## config.mk

```make
export PLATFORM = sky130hd
export DESIGN_NAME = ptc_top_config_regs
export DESIGN_NICKNAME = d
export VERILOG_FILES = /design/src/hdl/ptc_sync2.v /design/src/hdl/ptc_top_config_regs.v
export VERILOG_INCLUDE_DIRS = /design/src /design/src/pkg
export SDC_FILE = /design/constraint.sdc
export NUM_CORES = 1
export LEC_CHECK = 0
export ABC_AREA = 1
export BUFFER_PORTS_ARGS = -buffer_cell sky130_fd_sc_hd__buf_2
export CORE_ASPECT_RATIO = 0.5
export CORE_MARGIN = 2
export CORE_UTILIZATION = 50
export CTS_CLUSTER_SIZE = 16
export DETAILED_ROUTE_END_ITERATION = 10
export PLACE_DENSITY = 0.81
export SETUP_SLACK_MARGIN = 0.4
export SLEW_MARGIN = 5
export SYNTH_ARGS = -nofsm -noshare
export SYNTH_HDL_FRONTEND = slang
export SYNTH_SLANG_ARGS = --single-unit
```

## constraint.sdc

```tcl
create_clock -name core_clk_in -period 2.05 [get_ports core_clk_in]
set_input_delay 0.3075 -clock core_clk_in [delete_from_list [all_inputs] [get_ports core_clk_in]]
set_output_delay 0.3075 -clock core_clk_in [all_outputs]
set_load 0.1 [all_outputs]
```

## src/pkg/ptc_defs.vh

```
// Constants for the top-level configuration register bank
`ifndef PTC_DEFS_VH
`define PTC_DEFS_VH

// ----------------------------------------------------------------
// Register offsets
// ----------------------------------------------------------------
`define PTC_ADDR_SUPPLY     8'h0a
`define PTC_ADDR_PROTECT    8'h0b
`define PTC_ADDR_MODE       8'h0c

// ----------------------------------------------------------------
// Reset values
// ----------------------------------------------------------------
`define PTC_RST_SUPPLY      8'h89
`define PTC_RST_PROTECT     8'hce
`define PTC_RST_MODE        8'h01

// ----------------------------------------------------------------
// Field positions
// ----------------------------------------------------------------
`define PTC_PREWARN_MSB     7
`define PTC_PREWARN_LSB     6
`define PTC_SRCSEL_MSB      5
`define PTC_SRCSEL_LSB      4
`define PTC_OVP_BIT         2
`define PTC_IUVLO_MSB       1
`define PTC_IUVLO_LSB       0
`define PTC_SUVLO_MSB       7
`define PTC_SUVLO_LSB       6
`define PTC_TSHD_MSB        4
`define PTC_TSHD_LSB        2
`define PTC_TWARN_MSB       1
`define PTC_TWARN_LSB       0
`define PTC_MODE_HI_BIT     4
`define PTC_MODE_LO_BIT     3
`define PTC_SRST_BIT        2
`define PTC_PKEY_MSB        1
`define PTC_PKEY_LSB        0

// ----------------------------------------------------------------
// Codes
// ----------------------------------------------------------------
`define PTC_SRC_AUTO        2'h0
`define PTC_SRC_BATT        2'h1
`define PTC_SRC_INPUT       2'h2
`define PTC_SRC_NONE        2'h3
`define PTC_TSHD_RSVD       3'h7

// ----------------------------------------------------------------
// Timing
// ----------------------------------------------------------------
`define PTC_CLK_MHZ         40
`define PTC_CYCLE_OFF_NS    1000
`define PTC_CYCLE_OFF_CYC   ((`PTC_CYCLE_OFF_NS * `PTC_CLK_MHZ) / 1000)

`endif

```

## src/hdl/ptc_sync2.v

```verilog
// Two-flop synchroniser for a two-bit level
`timescale 1ns/1ps
module ptc_sync2 (
    input  wire       core_clk_in,
    input  wire       resetn_in,
    input  wire [1:0] async_in,
    output reg  [1:0] sync_out
);
    reg [1:0] stage1;

    always @(posedge core_clk_in or negedge resetn_in) begin
        if (!resetn_in) begin
            stage1   <= 2'h0;
            sync_out <= 2'h0;
        end else begin
            stage1   <= async_in;
            sync_out <= stage1;
        end
    end
endmodule

```

## src/hdl/ptc_top_config_regs.v

```verilog
// Top-level configuration registers 0x0a..0x0c with decoded settings
//
// What this block does
// RQ1: Two-bit system rail prewarn level, reset 10, codes 3.3 to 3.6 V.
// RQ2: Two-bit rail source select, reset 00: auto, battery only, input only.
// RQ3: Source code 11 disconnects the rail from both supplies, test only.
// RQ4: One-bit input overvoltage level, reset 0: 5.50 V, 1: 6.0 V.
// RQ5: Two-bit input undervoltage level, reset 01, codes 2.9 to 3.5 V.
// RQ6: System rail undervoltage level in bits 7:6, reset 11, 2.4 to 2.7 V.
// RQ7: Three-bit thermal shutdown point, reset 011, 95 to 125 C, 111 reserved.
// RQ8: Two-bit die temperature warning level, reset 10, 75 to 90 C.
// RQ9: Mode comes from register bits or mode pins, chosen by pin enable.
// RQ10: With pin source off, mode equals the two register mode bits.
// RQ11: Writing 1 to soft reset returns all other bits to defaults.
// RQ12: Soft reset power-cycles all regulator outputs off then on.
// RQ13: Soft reset bit clears itself and always reads back as 0.
// RQ14: Two-bit power key long press time, reset 01, 4 to 16 s.
// RQ15: Mode pins are synchronised before being decoded into the mode.
`timescale 1ns/1ps
`include "ptc_defs.vh"
module ptc_top_config_regs (
    input  wire       core_clk_in,
    input  wire       resetn_in,
    input  wire       reg_wr_en_in,
    input  wire       reg_rd_en_in,
    input  wire [7:0] reg_addr_in,
    input  wire [7:0] reg_wdata_in,
    input  wire       pin_mode_source_enable_in,
    input  wire       mode_select_pin_high_in,
    input  wire       mode_select_pin_low_in,
    input  wire       input_above_battery_in,
    output reg  [7:0] reg_rdata_out,
    output reg        reg_rvalid_out,
    output reg  [1:0] system_rail_prewarn_level_out,
    output reg        system_rail_from_battery_out,
    output reg        system_rail_from_input_out,
    output reg        input_overvoltage_level_out,
    output reg  [1:0] input_undervoltage_level_out,
    output reg  [1:0] system_rail_undervoltage_level_out,
    output reg  [2:0] thermal_shutdown_point_out,
    output reg        thermal_shutdown_reserved_out,
    output reg  [1:0] die_temp_warning_level_out,
    output reg  [1:0] active_mode_out,
    output reg  [1:0] power_key_long_press_time_out,
    output reg        regulators_enable_out,
    output reg        soft_reset_busy_out
);

    // ----------------------------------------------------------------
    // Register storage
    // ----------------------------------------------------------------
    reg  [7:0] supply_threshold_config;
    reg  [7:0] protection_threshold_config;
    reg  [7:0] mode_and_reset_config;
    reg        soft_reset_request;
    reg [15:0] cycle_off_count;
    reg  [1:0] next_mode;
    reg        next_from_battery;
    reg        next_from_input;
    wire [1:0] pin_mode_sync;

    localparam integer OFF_COUNT  = `PTC_CYCLE_OFF_CYC;
    localparam [15:0]  OFF_CYCLES = OFF_COUNT[15:0];

    function [7:0] read_mux;
        input [7:0] addr;
        input [7:0] r0;
        input [7:0] r1;
        input [7:0] r2;
        begin
            case (addr)
                `PTC_ADDR_SUPPLY:  read_mux = r0;
                `PTC_ADDR_PROTECT: read_mux = r1;
                `PTC_ADDR_MODE:    read_mux = r2;
                default:           read_mux = 8'h00;
            endcase
        end
    endfunction

    // ----------------------------------------------------------------
    // Mode pin synchroniser
    // ----------------------------------------------------------------
    ptc_sync2 u_mode_sync (
        .core_clk_in (core_clk_in),
        .resetn_in   (resetn_in),
        .async_in    ({mode_select_pin_high_in, mode_select_pin_low_in}),
        .sync_out    (pin_mode_sync)
    ); // RQ15

    // ----------------------------------------------------------------
    // Register writes and soft reset
    // ----------------------------------------------------------------
    always @(posedge core_clk_in or negedge resetn_in) begin
        if (!resetn_in) begin
            supply_threshold_config     <= `PTC_RST_SUPPLY;
            protection_threshold_config <= `PTC_RST_PROTECT;
            mode_and_reset_config       <= `PTC_RST_MODE;
            soft_reset_request          <= 1'b0;
        end else if (soft_reset_request) begin
            supply_threshold_config     <= `PTC_RST_SUPPLY; // RQ11
            protection_threshold_config <= `PTC_RST_PROTECT; // RQ11
            mode_and_reset_config       <= `PTC_RST_MODE; // RQ11
            soft_reset_request          <= 1'b0; // RQ13
        end else if (reg_wr_en_in) begin
            case (reg_addr_in)
                `PTC_ADDR_SUPPLY:
                    supply_threshold_config <= reg_wdata_in;
                `PTC_ADDR_PROTECT:
                    protection_threshold_config <= reg_wdata_in;
                `PTC_ADDR_MODE: begin
                    mode_and_reset_config <= reg_wdata_in
                        & ~(8'h01 << `PTC_SRST_BIT); // RQ13
                    soft_reset_request <= reg_wdata_in[`PTC_SRST_BIT]; // RQ11
                end
                default: ;
            endcase
        end
    end

    // ----------------------------------------------------------------
    // Regulator power cycle
    // ----------------------------------------------------------------
    always @(posedge core_clk_in or negedge resetn_in) begin
        if (!resetn_in) begin
            cycle_off_count       <= 16'h0000;
            regulators_enable_out <= 1'b1;
            soft_reset_busy_out   <= 1'b0;
        end else if (soft_reset_request) begin
            cycle_off_count       <= OFF_CYCLES; // RQ12
            regulators_enable_out <= 1'b0; // RQ12
            soft_reset_busy_out   <= 1'b1;
        end else if (cycle_off_count != 16'h0000) begin
            cycle_off_count <= cycle_off_count - 16'h0001;
            if (cycle_off_count == 16'h0001) begin
                regulators_enable_out <= 1'b1; // RQ12
                soft_reset_busy_out   <= 1'b0;
            end
        end
    end

    // ----------------------------------------------------------------
    // Decoding of settings
    // ----------------------------------------------------------------
    always @* begin
        if (pin_mode_source_enable_in)
            next_mode = pin_mode_sync; // RQ9
        else
            next_mode = {mode_and_reset_config[`PTC_MODE_HI_BIT],
                         mode_and_reset_config[`PTC_MODE_LO_BIT]}; // RQ10
        case (supply_threshold_config[`PTC_SRCSEL_MSB:`PTC_SRCSEL_LSB])
            `PTC_SRC_AUTO: begin
                next_from_input   = input_above_battery_in; // RQ2
                next_from_battery = ~input_above_battery_in;
            end
            `PTC_SRC_BATT: begin
                next_from_input   = 1'b0;
                next_from_battery = 1'b1; // RQ2
            end
            `PTC_SRC_INPUT: begin
                next_from_input   = 1'b1; // RQ2
                next_from_battery = 1'b0;
            end
            default: begin
                next_from_input   = 1'b0; // RQ3
                next_from_battery = 1'b0; // RQ3
            end
        endcase
    end

    always @(posedge core_clk_in or negedge resetn_in) begin
        if (!resetn_in) begin
            reg_rdata_out                      <= 8'h00;
            reg_rvalid_out                     <= 1'b0;
            system_rail_prewarn_level_out      <= 2'h2;
            system_rail_from_battery_out       <= 1'b0;
            system_rail_from_input_out         <= 1'b0;
            input_overvoltage_level_out        <= 1'b0;
            input_undervoltage_level_out       <= 2'h1;
            system_rail_undervoltage_level_out <= 2'h3;
            thermal_shutdown_point_out         <= 3'h3;
            thermal_shutdown_reserved_out      <= 1'b0;
            die_temp_warning_level_out         <= 2'h2;
            active_mode_out                    <= 2'h0;
            power_key_long_press_time_out      <= 2'h1;
        end else begin
            reg_rvalid_out <= reg_rd_en_in;
            if (reg_rd_en_in)
                reg_rdata_out <= read_mux(reg_addr_in,
                    supply_threshold_config, protection_threshold_config,
                    mode_and_reset_config); // RQ13
            system_rail_prewarn_level_out <= // RQ1
                supply_threshold_config[`PTC_PREWARN_MSB:`PTC_PREWARN_LSB];
            system_rail_from_battery_out <= next_from_battery;
            system_rail_from_input_out   <= next_from_input;
            input_overvoltage_level_out  <=
                supply_threshold_config[`PTC_OVP_BIT]; // RQ4
            input_undervoltage_level_out <=
                supply_threshold_config[`PTC_IUVLO_MSB:`PTC_IUVLO_LSB]; // RQ5
            system_rail_undervoltage_level_out <= // RQ6
                protection_threshold_config[`PTC_SUVLO_MSB:`PTC_SUVLO_LSB];
            thermal_shutdown_point_out <= // RQ7
                protection_threshold_config[`PTC_TSHD_MSB:`PTC_TSHD_LSB];
            thermal_shutdown_reserved_out <=
                (protection_threshold_config[`PTC_TSHD_MSB:`PTC_TSHD_LSB]
                 == `PTC_TSHD_RSVD); // RQ7
            die_temp_warning_level_out <= // RQ8
                protection_threshold_config[`PTC_TWARN_MSB:`PTC_TWARN_LSB];
            active_mode_out <= next_mode;
            power_key_long_press_time_out <=
                mode_and_reset_config[`PTC_PKEY_MSB:`PTC_PKEY_LSB]; // RQ14
        end
    end

endmodule

```

==> After elaboration in Yosys (flattened, before gate mapping) <==
Cells that the tools add are included.
Widths: inputs -> output; s select.
{ "word_totals": {"reg_bits": 75, "latchBits": 0, "mem_bits_rw": 0, "rom_bits": 0, "in_bits": 24, "output_inout_bits": 30, "elab_cells": 67, "mem_count": 0} }
{ "classes": {"add_sub_neg": 1, "n_mul": 0, "n_div": 0, "magnitude_cmp": 0, "n_eq_ne": 7, "n_shift": 0, "mux": 24, "bitwise_logic": 1, "n_reduce_logical": 12} }
{ "op_table": {"columns": ["operator", "count"], "rows": [
  ["$mux 8", 9],
  ["$mux 16", 2],
  ["$eq 8x4->1 const B", 3],
  ["$pmux 8 s3", 1],
  ["$eq 16x1->1 const B", 1],
  ["$reduce_bool 16->1", 1],
  ["$sub 16x1->16 const B", 1],
  ["$reduce_bool 2->1", 6],
  ["$mux 1", 9],
  ["$reduce_and 2->1", 4],
  ["$pmux 1 s2", 2],
  ["$eq 3x3->1 const B", 1],
  ["$eq 2x1->1 const B", 1],
  ["$eq 2x2->1 const B", 1],
  ["$logic_not 2->1", 1],
  ["$mux 2", 1],
  ["$not 1->1", 1]
]} }

==> Longest topological paths before layout <==
Gate-level depths: netlist (run 1).
{ "logic_depth": {"word_depth": 4, "mapped_depth": 8, "ltp_nobuf": 8} }

==> Modules after synthesis <==
From an unflattened synthesis (run 1), not the netlist that was laid out.
{ "unflattened": {"cells_unflattened": 376, "area_unflattened_um2": 3400.8} }
{ "modules_own_cells": {"columns": ["mod", "n_inst", "cells_each", "area_each_um2", "seq_area_each_um2"], "rows": [
  ["ptc_top_config_regs", 1, 372, 3300.7, 1774.2],
  ["ptc_sync2", 1, 4, 100.1, 100.1]
]} }

==> Worst setup path before layout (run 1) <==
OpenSTA, ideal clock, no wires.
{ "synth_path": {"path_kind": "register -> register", "startpoint": "register cycle_off_count[0]", "endpoint": "register cycle_off_count[10]", "setup_time_ns": 0.116, "t_arrival_ns": 1.260, "t_required_ns": 1.934, "setup_slack_ns": 0.674, "stages_incl_launch_ff": 8, "n_path_buf": 0, "synth_period_minus_slack_ns": 1.376, "path_cell_list": "dfrtp_1 -> inv_1 -> ha_1 -> nand2_2 -> nor2_4 -> nand3_4 -> clkinv_4 -> nor2_1"} }
{ "synth_between": {"elab_chain_cells": 3, "elab_cells_between_ends": 5, "cone_classes": "add/sub (1); mux (2); reduce/logical (2)"} }
{ "synth_lines": {"columns": ["item", "line", "text"], "rows": [
  ["start: declaration", "ptc_top_config_regs.v:56", "reg [15:0] cycle_off_count;"],
  ["start signal: assignment", "ptc_top_config_regs.v:133", "cycle_off_count <= cycle_off_count - 16'h0001;"],
  ["$sub 16x1->16", "ptc_top_config_regs.v:133", null],
  ["$mux 16", "ptc_top_config_regs.v:132", "end else if (cycle_off_count != 16'h0000) begin"],
  ["$mux 16", "ptc_top_config_regs.v:128", "end else if (soft_reset_request) begin"]
]} }
Parallel ways exist; a longest one is shown, timed or not. The select of a mux whose other input is x is not followed.
A chain may end at the register's enable or synchronous reset.

==> Final worst setup path (run 1) <==
{ "layout_path": {"startpoint": "register regulators_enable_out", "endpoint": "output port regulators_enable_out"} }
{ "layout_rtl": {"columns": ["item", "line", "text"], "rows": [
  ["start: declaration", "ptc_top_config_regs.v:45", "output reg regulators_enable_out,"],
  ["start signal: assignment", "ptc_top_config_regs.v:126", "regulators_enable_out <= 1'b1;"],
  ["start signal: assignment", "ptc_top_config_regs.v:130", "regulators_enable_out <= 1'b0;"],
  ["start signal: assignment", "ptc_top_config_regs.v:135", "regulators_enable_out <= 1'b1;"]
]} }
No word-level cell between the ends.

==> summary.txt, run 1 <==
Worst setup path
  – Slowest CP cell: dfstp_2
  – Worst Path Arrival: 1.29 ns
  – CP bufs+invs: 1
  – Crit Path Class: reg2out
  – CP Depth: 1
  – Delay-heaviest family, CP: flip-flops
  – Max FO, Critical Path: 2
  – R2r setup slk: 0.54 ns
  – Setup crit start kind: flop
  – Critical Path RT: 1.74 ns
  – CP peak stage delay: 0.54 ns
  – RR Startpoint: cycle_off_count[0]$_DFFE_PN0P_
  – CP Launch Point: regulators_enable_out$_DFFE_PN1P_
  – Endpoint type of the worst setup path: output pin
  – Critical Path End: regulators_enable_out
  – FF-to-FF path depth: 7
  – CP cell instances: buf_2
  – R2R Path End: cycle_off_count[1]$_DFFE_PN0P_

Synth
  – Syn Inst Count: 388
  – Syn nets: between 400 and 500
  – Dominant synthesized flop cell: dfrtp_1
  – Top cells by area, synth: dfrtp_1 42%, dfstp_2 14%, nand2_1 12%, nand3_1 8.5%, nor2_1 5.3%
  – Area share of the largest cell type after synthesis: 0.416
  – Distinct cells, synth: 27
  – Asr flop ratio synth: 1.00
  – Flop and latch count out of synthesis: 74
  – Synthesized area: 3370 µm²
  – Register area share after synthesis: 0.556
  – Post-synth EDFFs: 0
  – Synth Warn #: 0
  – Cell accounting for the most synthesized area: dfrtp_1
  – Syn avg cell area: approximately 8.7 µm²

Routing
  – Routed via count: 2699
  – DRT Pass-1 Iters: 5
  – DR vias/cell: about 5
  – Initial drt markers: between 200 and 250
  – WL/cell: roughly 13 µm
  – DRC: 0
  – Final wirelength: about 7.3 mm
  – Post-route ant nets: 0

Die
  – Initial core utilization: 0.511
  – IO Count: 54
  – Core region area: 6600 µm²
  – DIE WIDTH: around 120 µm
  – Die area: 7450 µm²
  – Rows: 21
  – Die Ht: 62.0 µm

Layout
  – Most frequent cells in the layout: 110 x nand2_1, 57 x nand3_1, 56 x dfrtp_1
  – Commonest non-fill, non-tap cell in the layout: nand2_1
  – Share of cells above drive strength 1: 0.281
  – Final core occ: 0.621
  – Final Non-Filler Cells: around 550
  – Nets: 476
  – ANT cells: 0
  – Synth-to-layout area growth: 21.6%

Timing
  – Final min period: 1.59 ns
  – Fin. max-slew vios: 0
  – Hold Slack: 0.0836 ns
  – Final setup violation count: 0
  – Tcrit/Tclk final: 0.778
  – Max-slew headroom: 0.610
  – Sum Neg Setup Slack: 0 ns
  – Worst clock skew: 0.00342 ns
  – Final hold violation count: 0
  – Slew @ Worst Pin: 0.585 ns
  – RSZ-0062 raised after global routing: false
  – FMAX: 627 MHz

CTS
  – Setup Buffers After CTS: 0
  – TritonCTS clock tree: built
  – Skew-Pair Late Insertion Delay: 0.33 ns
  – Max Root-Sink Buffers: 2
  – H-tree lvl count: 3
  – Number of clock sinks: 74
  – Inserted Clock Buffers: 9
  – Clock transition at path regs: 0.05 ns
  – CTS Root Cell: clkbuf_16

GRT
  – Initial antenna violation count: 0
  – Vias in the first global route: 2477
  – Total grt overflow: 0
  – Gr usage total: 0.208
  – Largest net degree at the start of global routing: 32
  – First-pass GRT wire length: 11.8 mm

Placed design
  – IO buf count: 53
  – Post-detail-place hpwl: 4.99 mm
  – Placed cells: 530
  – GPL Wtd Cong: 0.826

Pwr
  – Max VDD drop: 0.496 mV
  – Cell area power density: 1150 nW/µm²
  – Lkg Pwr: 2.19 nW
  – Total Power: 4.72 mW

Status
  – Outcome: completed

Flow run
  – Max_cap viols: 0

Worst hold path
  – Hold WC Path Type: in2reg
[flip-flops by register name, indices dropped and copies added, names as in the netlist, 3 cells and up]
name / cells
cycle_off_count: 16
protection_threshold_config: 8
reg_rdata_out: 8
supply_threshold_config: 8
mode_and_reset_config: 7
thermal_shutdown_point_out: 3
[power breakdown]
part	switching, mW	internal, mW
Combinational	0.758	0.325
Sequential	0.196	1.71
Clock	0.554	1.18
[synthesized netlist by cell type (5+ instances only)]
cell type,count
a21oi_1,5
dfrtp_1,56
dfstp_2,18
inv_1,34
inv_2,5
nand2_1,110
nand2_2,7
nand3_1,57
nor2_1,48
nor2_4,6
o21ai_0,6
or2_2,9
[routing by layer]
| layer | global-route usage | routed length, µm | share of wire |
|---|---|---|---|
| met1 | 0.263 | 3240 | 0.45 |
| met2 | 0.364 | 3610 | 0.50 |
| met3 | 0.0511 | 332 | 0.046 |
| met4 | 0.0739 | 95 | 0.013 |
| met5 | 0 | 0 | 0 |
[kinds of logic after synthesis]
| group | after synthesis | synth area share |
|---|---|---|
| simple gates | 250 | 0.353 |
| flops | 74 | 0.556 |
| buf+inv | 47 | 0.0609 |
| compound gates | 15 | 0.0223 |
| fa+ha+maj | 2 | 0.00743 |
[area by class of cell]
class | instances | area (µm²)
Tap cell | 92 | 115
Clock inverter | 6 | 105
Sequential cell | 74 | 1870
Timing Repair Buffer | 57 | 323
Fill cell | 525 | 2500
Multi-Input combinational cell | 267 | 1290
Clock buffer | 10 | 229
Inverter | 41 | 159
[metrics by stage]
step	instance area [µm²]	setup WS [ns]
2_1_floorplan	3370	0.674
3_3_place_gp	3750	0.571
3_5_place_dp	3750	0.493
4_1_cts	4100	0.452
5_1_grt	4100	0.420
6_report	4100	0.456
[how the worst min path moves through the flow]
stage / slack (ns) / cells past startpoint / end / start
floorplan: 0.01 / 0 / active_mode_out[0]$_DFF_PN0_ / resetn_in
global placement: 0.33 / 1 / cycle_off_count[7]$_DFFE_PN0P_ / resetn_in
detailed placement: 0.34 / 1 / cycle_off_count[7]$_DFFE_PN0P_ / resetn_in
CTS: 0.08 / 1 / u_mode_sync.stage1[0]$_DFF_PN0_ / mode_select_pin_low_in
global route: 0.08 / 1 / u_mode_sync.stage1[1]$_DFF_PN0_ / mode_select_pin_high_in
finish: 0.08 / 1 / u_mode_sync.stage1[1]$_DFF_PN0_ / mode_select_pin_high_in
[timing repair]
item	CTS	global route
setup endpoints to repair	0	15
gates resized for setup	0	1
hold buffers	1	0
hold endpoints to repair	15	0
Note: power is estimated with default switching activity, not from simulation.
==> run 2: changes to the inputs <==
==> constraint.sdc (replaced) <==
create_clock -name core_clk_in -period 1.5 [get_ports core_clk_in]
set_input_delay 0.225 -clock core_clk_in [delete_from_list [all_inputs] [get_ports core_clk_in]]
set_output_delay 0.225 -clock core_clk_in [all_outputs]
set_load 0.1 [all_outputs]
==> run 2 against run 1 <==
Core utilization is 11 points higher. Global-route usage is 2.3 points higher. Combinational power is 78% higher. Worst hold slack hardly changed. Sequential share of layout area is 6.0 points lower. Power is 43% higher. Critical endpoint unchanged.
==> summary.txt, run 2 (synthesis results as in run 1) <==
GRT
  – Gr usage total: 0.231
  – Initial antenna violation count: 0
  – Total grt overflow: 0
  – First-pass GRT wire length: 13.0 mm
  – Vias in the first global route: 2741
  – Largest net degree at the start of global routing: 75

CTS
  – CTS Root Cell: clkbuf_16
  – Number of clock sinks: between 70 and 80
  – Skew-Pair Late Insertion Delay: 0.34 ns
  – Max Root-Sink Buffers: 2
  – TritonCTS clock tree: built
  – Clock transition at path regs: about 0.05 ns
  – Inserted Clock Buffers: 9
  – H-tree lvl count: 3

Layout
  – Commonest non-fill, non-tap cell in the layout: nand2_1
  – ANT cells: 0
  – Most frequent cells in the layout: 102 x nand2_1, 53 x nand3_1, 33 x dfrtp_1
  – Synth-to-layout area growth: 42.5%
  – Max FFs per register: 16
  – Storage cell area: 1910 µm²
  – Footprint of the multi-input gates: about 1500 µm²
  – Nets: 497
  – FILL cells: 415
  – Biggest register: cycle_off_count
  – Share of cells above drive strength 1: 0.433

Timing
  – RSZ-0062 raised after global routing: true
  – Slew @ Worst Pin: 0.393 ns
  – Final min period: 1.36 ns
  – Max-slew headroom: 0.738
  – Fin. max-slew vios: 0
  – Sum Neg Setup Slack: 0 ns
  – Tcrit/Tclk final: 0.908
  – Final setup violation count: 0
  – FMAX: between 700 and 800 MHz
  – Hold Slack: 0.0833 ns
  – Final hold violation count: 0
  – Worst clock skew: 0.00479 ns

Die
  – Rows: 21
  – DIE WIDTH: 120 µm
  – Core region area: 6600 µm²
  – Initial core utilization: 0.511
  – Die Ht: 62.0 µm
  – Die area: approximately 7500 µm²
  – IO Count: 54

Routing
  – Routed via count: 3046
  – Final wirelength: 9.47 mm
  – Post-route ant nets: 0
  – WL/cell: 16.7 µm
  – DR vias/cell: between 5 and 6
  – Initial drt markers: 240
  – DRC: 0
  – DRT Pass-1 Iters: 5

Worst setup path
  – FF-to-FF path depth: 7
  – CP peak stage delay: 0.63 ns
  – CP cell instances: buf_12
  – Setup crit start kind: flop
  – Endpoint type of the worst setup path: output pin
  – CP bufs+invs: 1
  – Delay-heaviest family, CP: flip-flops
  – Critical Path RT: 1.27 ns
  – Slowest CP cell: dfstp_4
  – Crit Path Class: reg2out
  – Max FO, Critical Path: 2
  – CP Depth: 1
  – Worst Path Arrival: 1.14 ns

Flow run
  – Max_cap viols: 0

Worst hold path
  – Hold WC Path Type: in2reg
  – Hold-critical path depth: 2

Pwr
  – Max VDD drop: roughly 0.73 mV
  – Cell area power density: 1400 nW/µm²
  – Lkg Pwr: 2.35 nW

Placed design
  – IO buf count: 53
  – Post-detail-place hpwl: 4.98 mm
  – GPL Wtd Cong: 0.892

Status
  – Outcome: completed
[run 2: where the power goes]
| part | total, mW | internal, mW | switching (mW) | leakage (nW) |
|---|---|---|---|---|
| logic | 1.92 | 0.720 | 1.21 | 1.32 |
| registers | 2.69 | 2.34 | 0.345 | 0.887 |
| clock network | 2.12 | 1.33 | 0.795 | 0.144 |
| total | 6.74 | 4.39 | 2.35 | 2.35 |
[run 2: per-stage QoR]
step           utilization  setup slack (ns)  instances  area (µm²)  power [mW]
2_1_floorplan            -             0.284        388        3420        3.80
5_1_grt              0.728            0.0709        568        4800        7.05
3_5_place_dp         0.582             0.157        535        3840        4.19
6_report             0.728             0.138        568        4800        6.74
4_1_cts              0.684             0.137        561        4510        6.50
3_3_place_gp         0.582             0.199        535        3840        4.11
[run 2: area by class of cell]
type                            instances  share of cell area
Sequential cell                        74               0.397
Multi-Input combinational cell        267               0.308
Timing Repair Buffer                   77               0.174
Clock buffer                           13              0.0521
Inverter                               41              0.0352
Tap cell                               92              0.0240
Clock inverter                          3             0.00834
Timing Repair inverter                  1             0.00130
[run 2: metal layers]
metal / wire (µm) / global-route usage
met4: 198 / 0.0655
met1: 3680 / 0.275
met5: 0 / 0
met2: 5090 / 0.425
met3: 508 / 0.0666
[run 2: path summary, 6_finish.rpt]
check / startpoint / end / slack [ns]
max reg2reg: cycle_off_count[0]$_DFFE_PN0P_ / cycle_off_count[14]$_DFFE_PN0P_ / 0.14
min reg2reg: u_mode_sync.stage1[0]$_DFF_PN0_ / u_mode_sync.sync_out[0]$_DFF_PN0_ / 0.35
min in group asynchronous: resetn_in / reg_rvalid_out$_DFF_PN0_ / 0.43
min: input_above_battery_in / system_rail_from_battery_out$_DFF_PN0_ / 0.08
max in group asynchronous: resetn_in / regulators_enable_out$_DFFE_PN1P_ / 0.70
max: regulators_enable_out$_DFFE_PN1P_ / regulators_enable_out / 0.14
[run 2: repair_timing]
action,in CTS,in global routing
endpoints found under the hold margin,58,0
setup buffers,5,6
resized for setup,91,64
pin swaps,10,16
gates cloned,2,1
hold buffers,3,0
endpoints found under the setup margin,70,69
==> run 3: changes to the inputs <==
--- a/config.mk
+++ b/config.mk
@@ -7,7 +7,7 @@
 export NUM_CORES = 1
 export LEC_CHECK = 0
 export ABC_AREA = 1
-export BUFFER_PORTS_ARGS = -buffer_cell sky130_fd_sc_hd__buf_2
+export BUFFER_PORTS_ARGS = -buffer_cell sky130_fd_sc_hd__buf_4
 export CORE_ASPECT_RATIO = 0.5
 export CORE_MARGIN = 2
 export CORE_UTILIZATION = 50
==> run 3 against run 2 <==
Wire length down 2.6%. Design area increased by 3.4%. Critical endpoint is now cycle_off_count[7]$_DFFE_PN0P_. Sequential power about the same. Via count is 0.53% higher. Largest cell class unchanged. Combinational power rose by 16%. Clock-buffer cell count rose by 1. Worst setup slack got worse by 0.026 ns. Clock skew down 0.0011 ns. Sequential share of layout area down 1.3 points.
==> summary.txt, run 3 (synthesis results as in run 1) <==
Worst hold path
  – Hold Path Sink: reg_rvalid_out$_DFF_PN0_
  – Hold-critical path depth: 1
  – Worst Hold Launch: reg_rd_en_in
  – Hold WC Path Type: in2reg

Routing
  – DRT Pass-1 Iters: 5
  – Post-route ant nets: 0
  – Final wirelength: 9.23 mm
  – DR vias/cell: 5.23
  – Initial drt markers: 257
  – Routed via count: 3062
  – WL/cell: 15.8 µm
  – DRC: 0

GRT
  – Initial antenna violation count: 0
  – First-pass GRT wire length: 13.1 mm
  – Vias in the first global route: 2743
  – Total grt overflow: 0
  – Gr usage total: 0.232
  – Largest net degree at the start of global routing: 35

Layout
  – ANT cells: 0
  – Max FFs per register: 16
  – Final Non-Filler Cells: 585
  – Storage cell area: approximately 1900 µm²
  – Most frequent cells in the layout: 105 x nand2_1, 54 x buf_4, 51 x nand3_1
  – Biggest register: cycle_off_count
  – Footprint of the multi-input gates: 1470 µm²
  – Share of cells above drive strength 1: 0.454
  – Synth-to-layout area growth: 47.4%
  – Nets: 514
  – FILL cells: 374
  – Commonest non-fill, non-tap cell in the layout: nand2_1

Timing
  – Sum Neg Setup Slack: 0 ns
  – Final hold violation count: 0
  – Fin. max-slew vios: 0
  – Final min period: around 1.4 ns
  – RSZ-0062 raised after global routing: true
  – Final setup violation count: 0
  – FMAX: between 700 and 800 MHz
  – Max-slew headroom: 0.781
  – Worst clock skew: about 0.0037 ns
  – Tcrit/Tclk final: 0.925
  – Slew @ Worst Pin: 0.328 ns

Worst setup path
  – Worst Path Arrival: 1.61 ns
  – Endpoint type of the worst setup path: flop
  – Slowest CP cell: dfrtp_1
  – R2R Path End: cycle_off_count[7]$_DFFE_PN0P_
  – CP peak stage delay: 0.42 ns
  – R2r setup slk: 0.11 ns
  – Max FO, Critical Path: 7
  – RR Startpoint: cycle_off_count[13]$_DFFE_PN0P_
  – Crit Path Class: reg2reg
  – Setup crit start kind: flop
  – FF-to-FF path depth: 6
  – CP cell instances: nor2_2 > nand3_2 > nor2_4 > nand3_4 > clkinv_4 > nor2_1
  – Critical Path RT: 1.72 ns

Die
  – Core region area: around 6600 µm²
  – Initial core utilization: 0.511
  – IO Count: 54
  – Die area: 7450 µm²
  – Die Ht: 62.0 µm
  – DIE WIDTH: 120 µm
  – Rows: 21

Placed design
  – Placed cells: 537
  – Post-detail-place hpwl: 5.14 mm
  – GPL Wtd Cong: 0.838
  – IO buf count: 53

Pwr
  – Switch Pwr: 2.46 mW
  – Flop pwr share: 0.391
  – Clock Power Share: 0.287
  – Comb power frac: 0.322
  – Max VDD drop: 0.817 mV
  – Design internal power: 4.43 mW
  – Total Power: 6.89 mW
  – Switching part of the total: 0.357
  – Lkg Pwr: around 2.5 nW
  – Cell area power density: 1390 nW/µm²

CTS
  – Max Root-Sink Buffers: 2
  – H-tree lvl count: 3
  – Number of clock sinks: 74
  – Skew-Pair Late Insertion Delay: 0.33 ns
  – TritonCTS clock tree: built
  – CTS Root Cell: clkbuf_16
  – Clock transition at path regs: 0.06 ns
  – Inserted Clock Buffers: 9

Flow run
  – Max_cap viols: 0

Status
  – Outcome: completed
## run 3: changes by cell type in the layout (fill, tap and decap cells not counted), moves of 2 or more
cell,before,now
buf_4,14,54
buf_2,23,1
nand3_1,53,51
buf_8,4,7
inv_2,5,7
buf_6,16,12
nand2_1,102,105
inv_1,32,30
nand2_2,12,10
## run 3: routing by layer
| layer | track usage | part of all wire | vias up |
|---|---|---|---|
| li1 | - | - | 1418 |
| met1 | 0.275 | 0.40 | 1501 |
| met2 | 0.432 | 0.53 | 127 |
| met3 | 0.0520 | 0.054 | 16 |
| met4 | 0.0908 | 0.017 | 0 |
| met5 | 0 | 0 | - |
## run 3: through the flow
stage | hold slack [ns] | setup slack, ns | utilization | cell area [µm²]
floorplan | -0.0706 | 0.284 | - | 3420
global placement | 0.148 | 0.203 | 0.602 | 3970
detailed placement | 0.148 | 0.165 | 0.602 | 3970
CTS | 0.0761 | 0.145 | 0.709 | 4680
global route | 0.0791 | 0.0484 | 0.753 | 4970
finish | 0.0821 | 0.112 | 0.753 | 4970
## run 3: cell type report
type,instances,area share
clock inverters,2,0.00252
clock buffers,14,0.0531
flip-flops and latches,74,0.384
multi-input cells,267,0.296
repair inverters,1,0.00176
inverters,41,0.0335
well taps,92,0.0232
repair buffers,94,0.206
## run 3: power by group through the flow
stage	logic, mW	clock network, mW	registers (mW)
2_1_floorplan	0.886	0	2.91
3_3_place_gp	1.52	0	2.62
3_5_place_dp	1.55	0	2.63
4_1_cts	1.88	1.98	2.64
5_1_grt	2.40	2.07	2.72
6_report	2.22	1.98	2.70
## run 3: what timing repair did
item,CTS,global route
pin swaps,14,26
setup buffers,10,17
setup endpoints to repair,66,65
hold endpoints to repair,16,0
hold buffers,3,0
gates resized for setup,82,45
gates cloned,2,0
## run 3: worst max path at each step
| stage | startpoint | endpoint | slack, ns | depth (start not counted) |
|---|---|---|---|---|
| final | cycle_off_count[13]$_DFFE_PN0P_ | cycle_off_count[7]$_DFFE_PN0P_ | 0.11 | 6 |
| after global routing | cycle_off_count[13]$_DFFE_PN0P_ | cycle_off_count[7]$_DFFE_PN0P_ | 0.05 | 6 |
| after CTS | regulators_enable_out$_DFFE_PN1P_ | regulators_enable_out | 0.14 | 1 |
| after detailed placement | cycle_off_count[0]$_DFFE_PN0P_ | cycle_off_count[6]$_DFFE_PN0P_ | 0.16 | 7 |
| after global placement | cycle_off_count[0]$_DFFE_PN0P_ | cycle_off_count[6]$_DFFE_PN0P_ | 0.20 | 7 |
| after floorplan | cycle_off_count[0]$_DFFE_PN0P_ | cycle_off_count[1]$_DFFE_PN0P_ | 0.28 | 7 |
## run 3: critical path, delay by kind of cell (launching register included)
kind / cells / cell delay, ns
buffers and inverters: 1 / 0.13
flip-flops: 1 / 0.42
AND/OR/NAND/NOR: 5 / 0.71
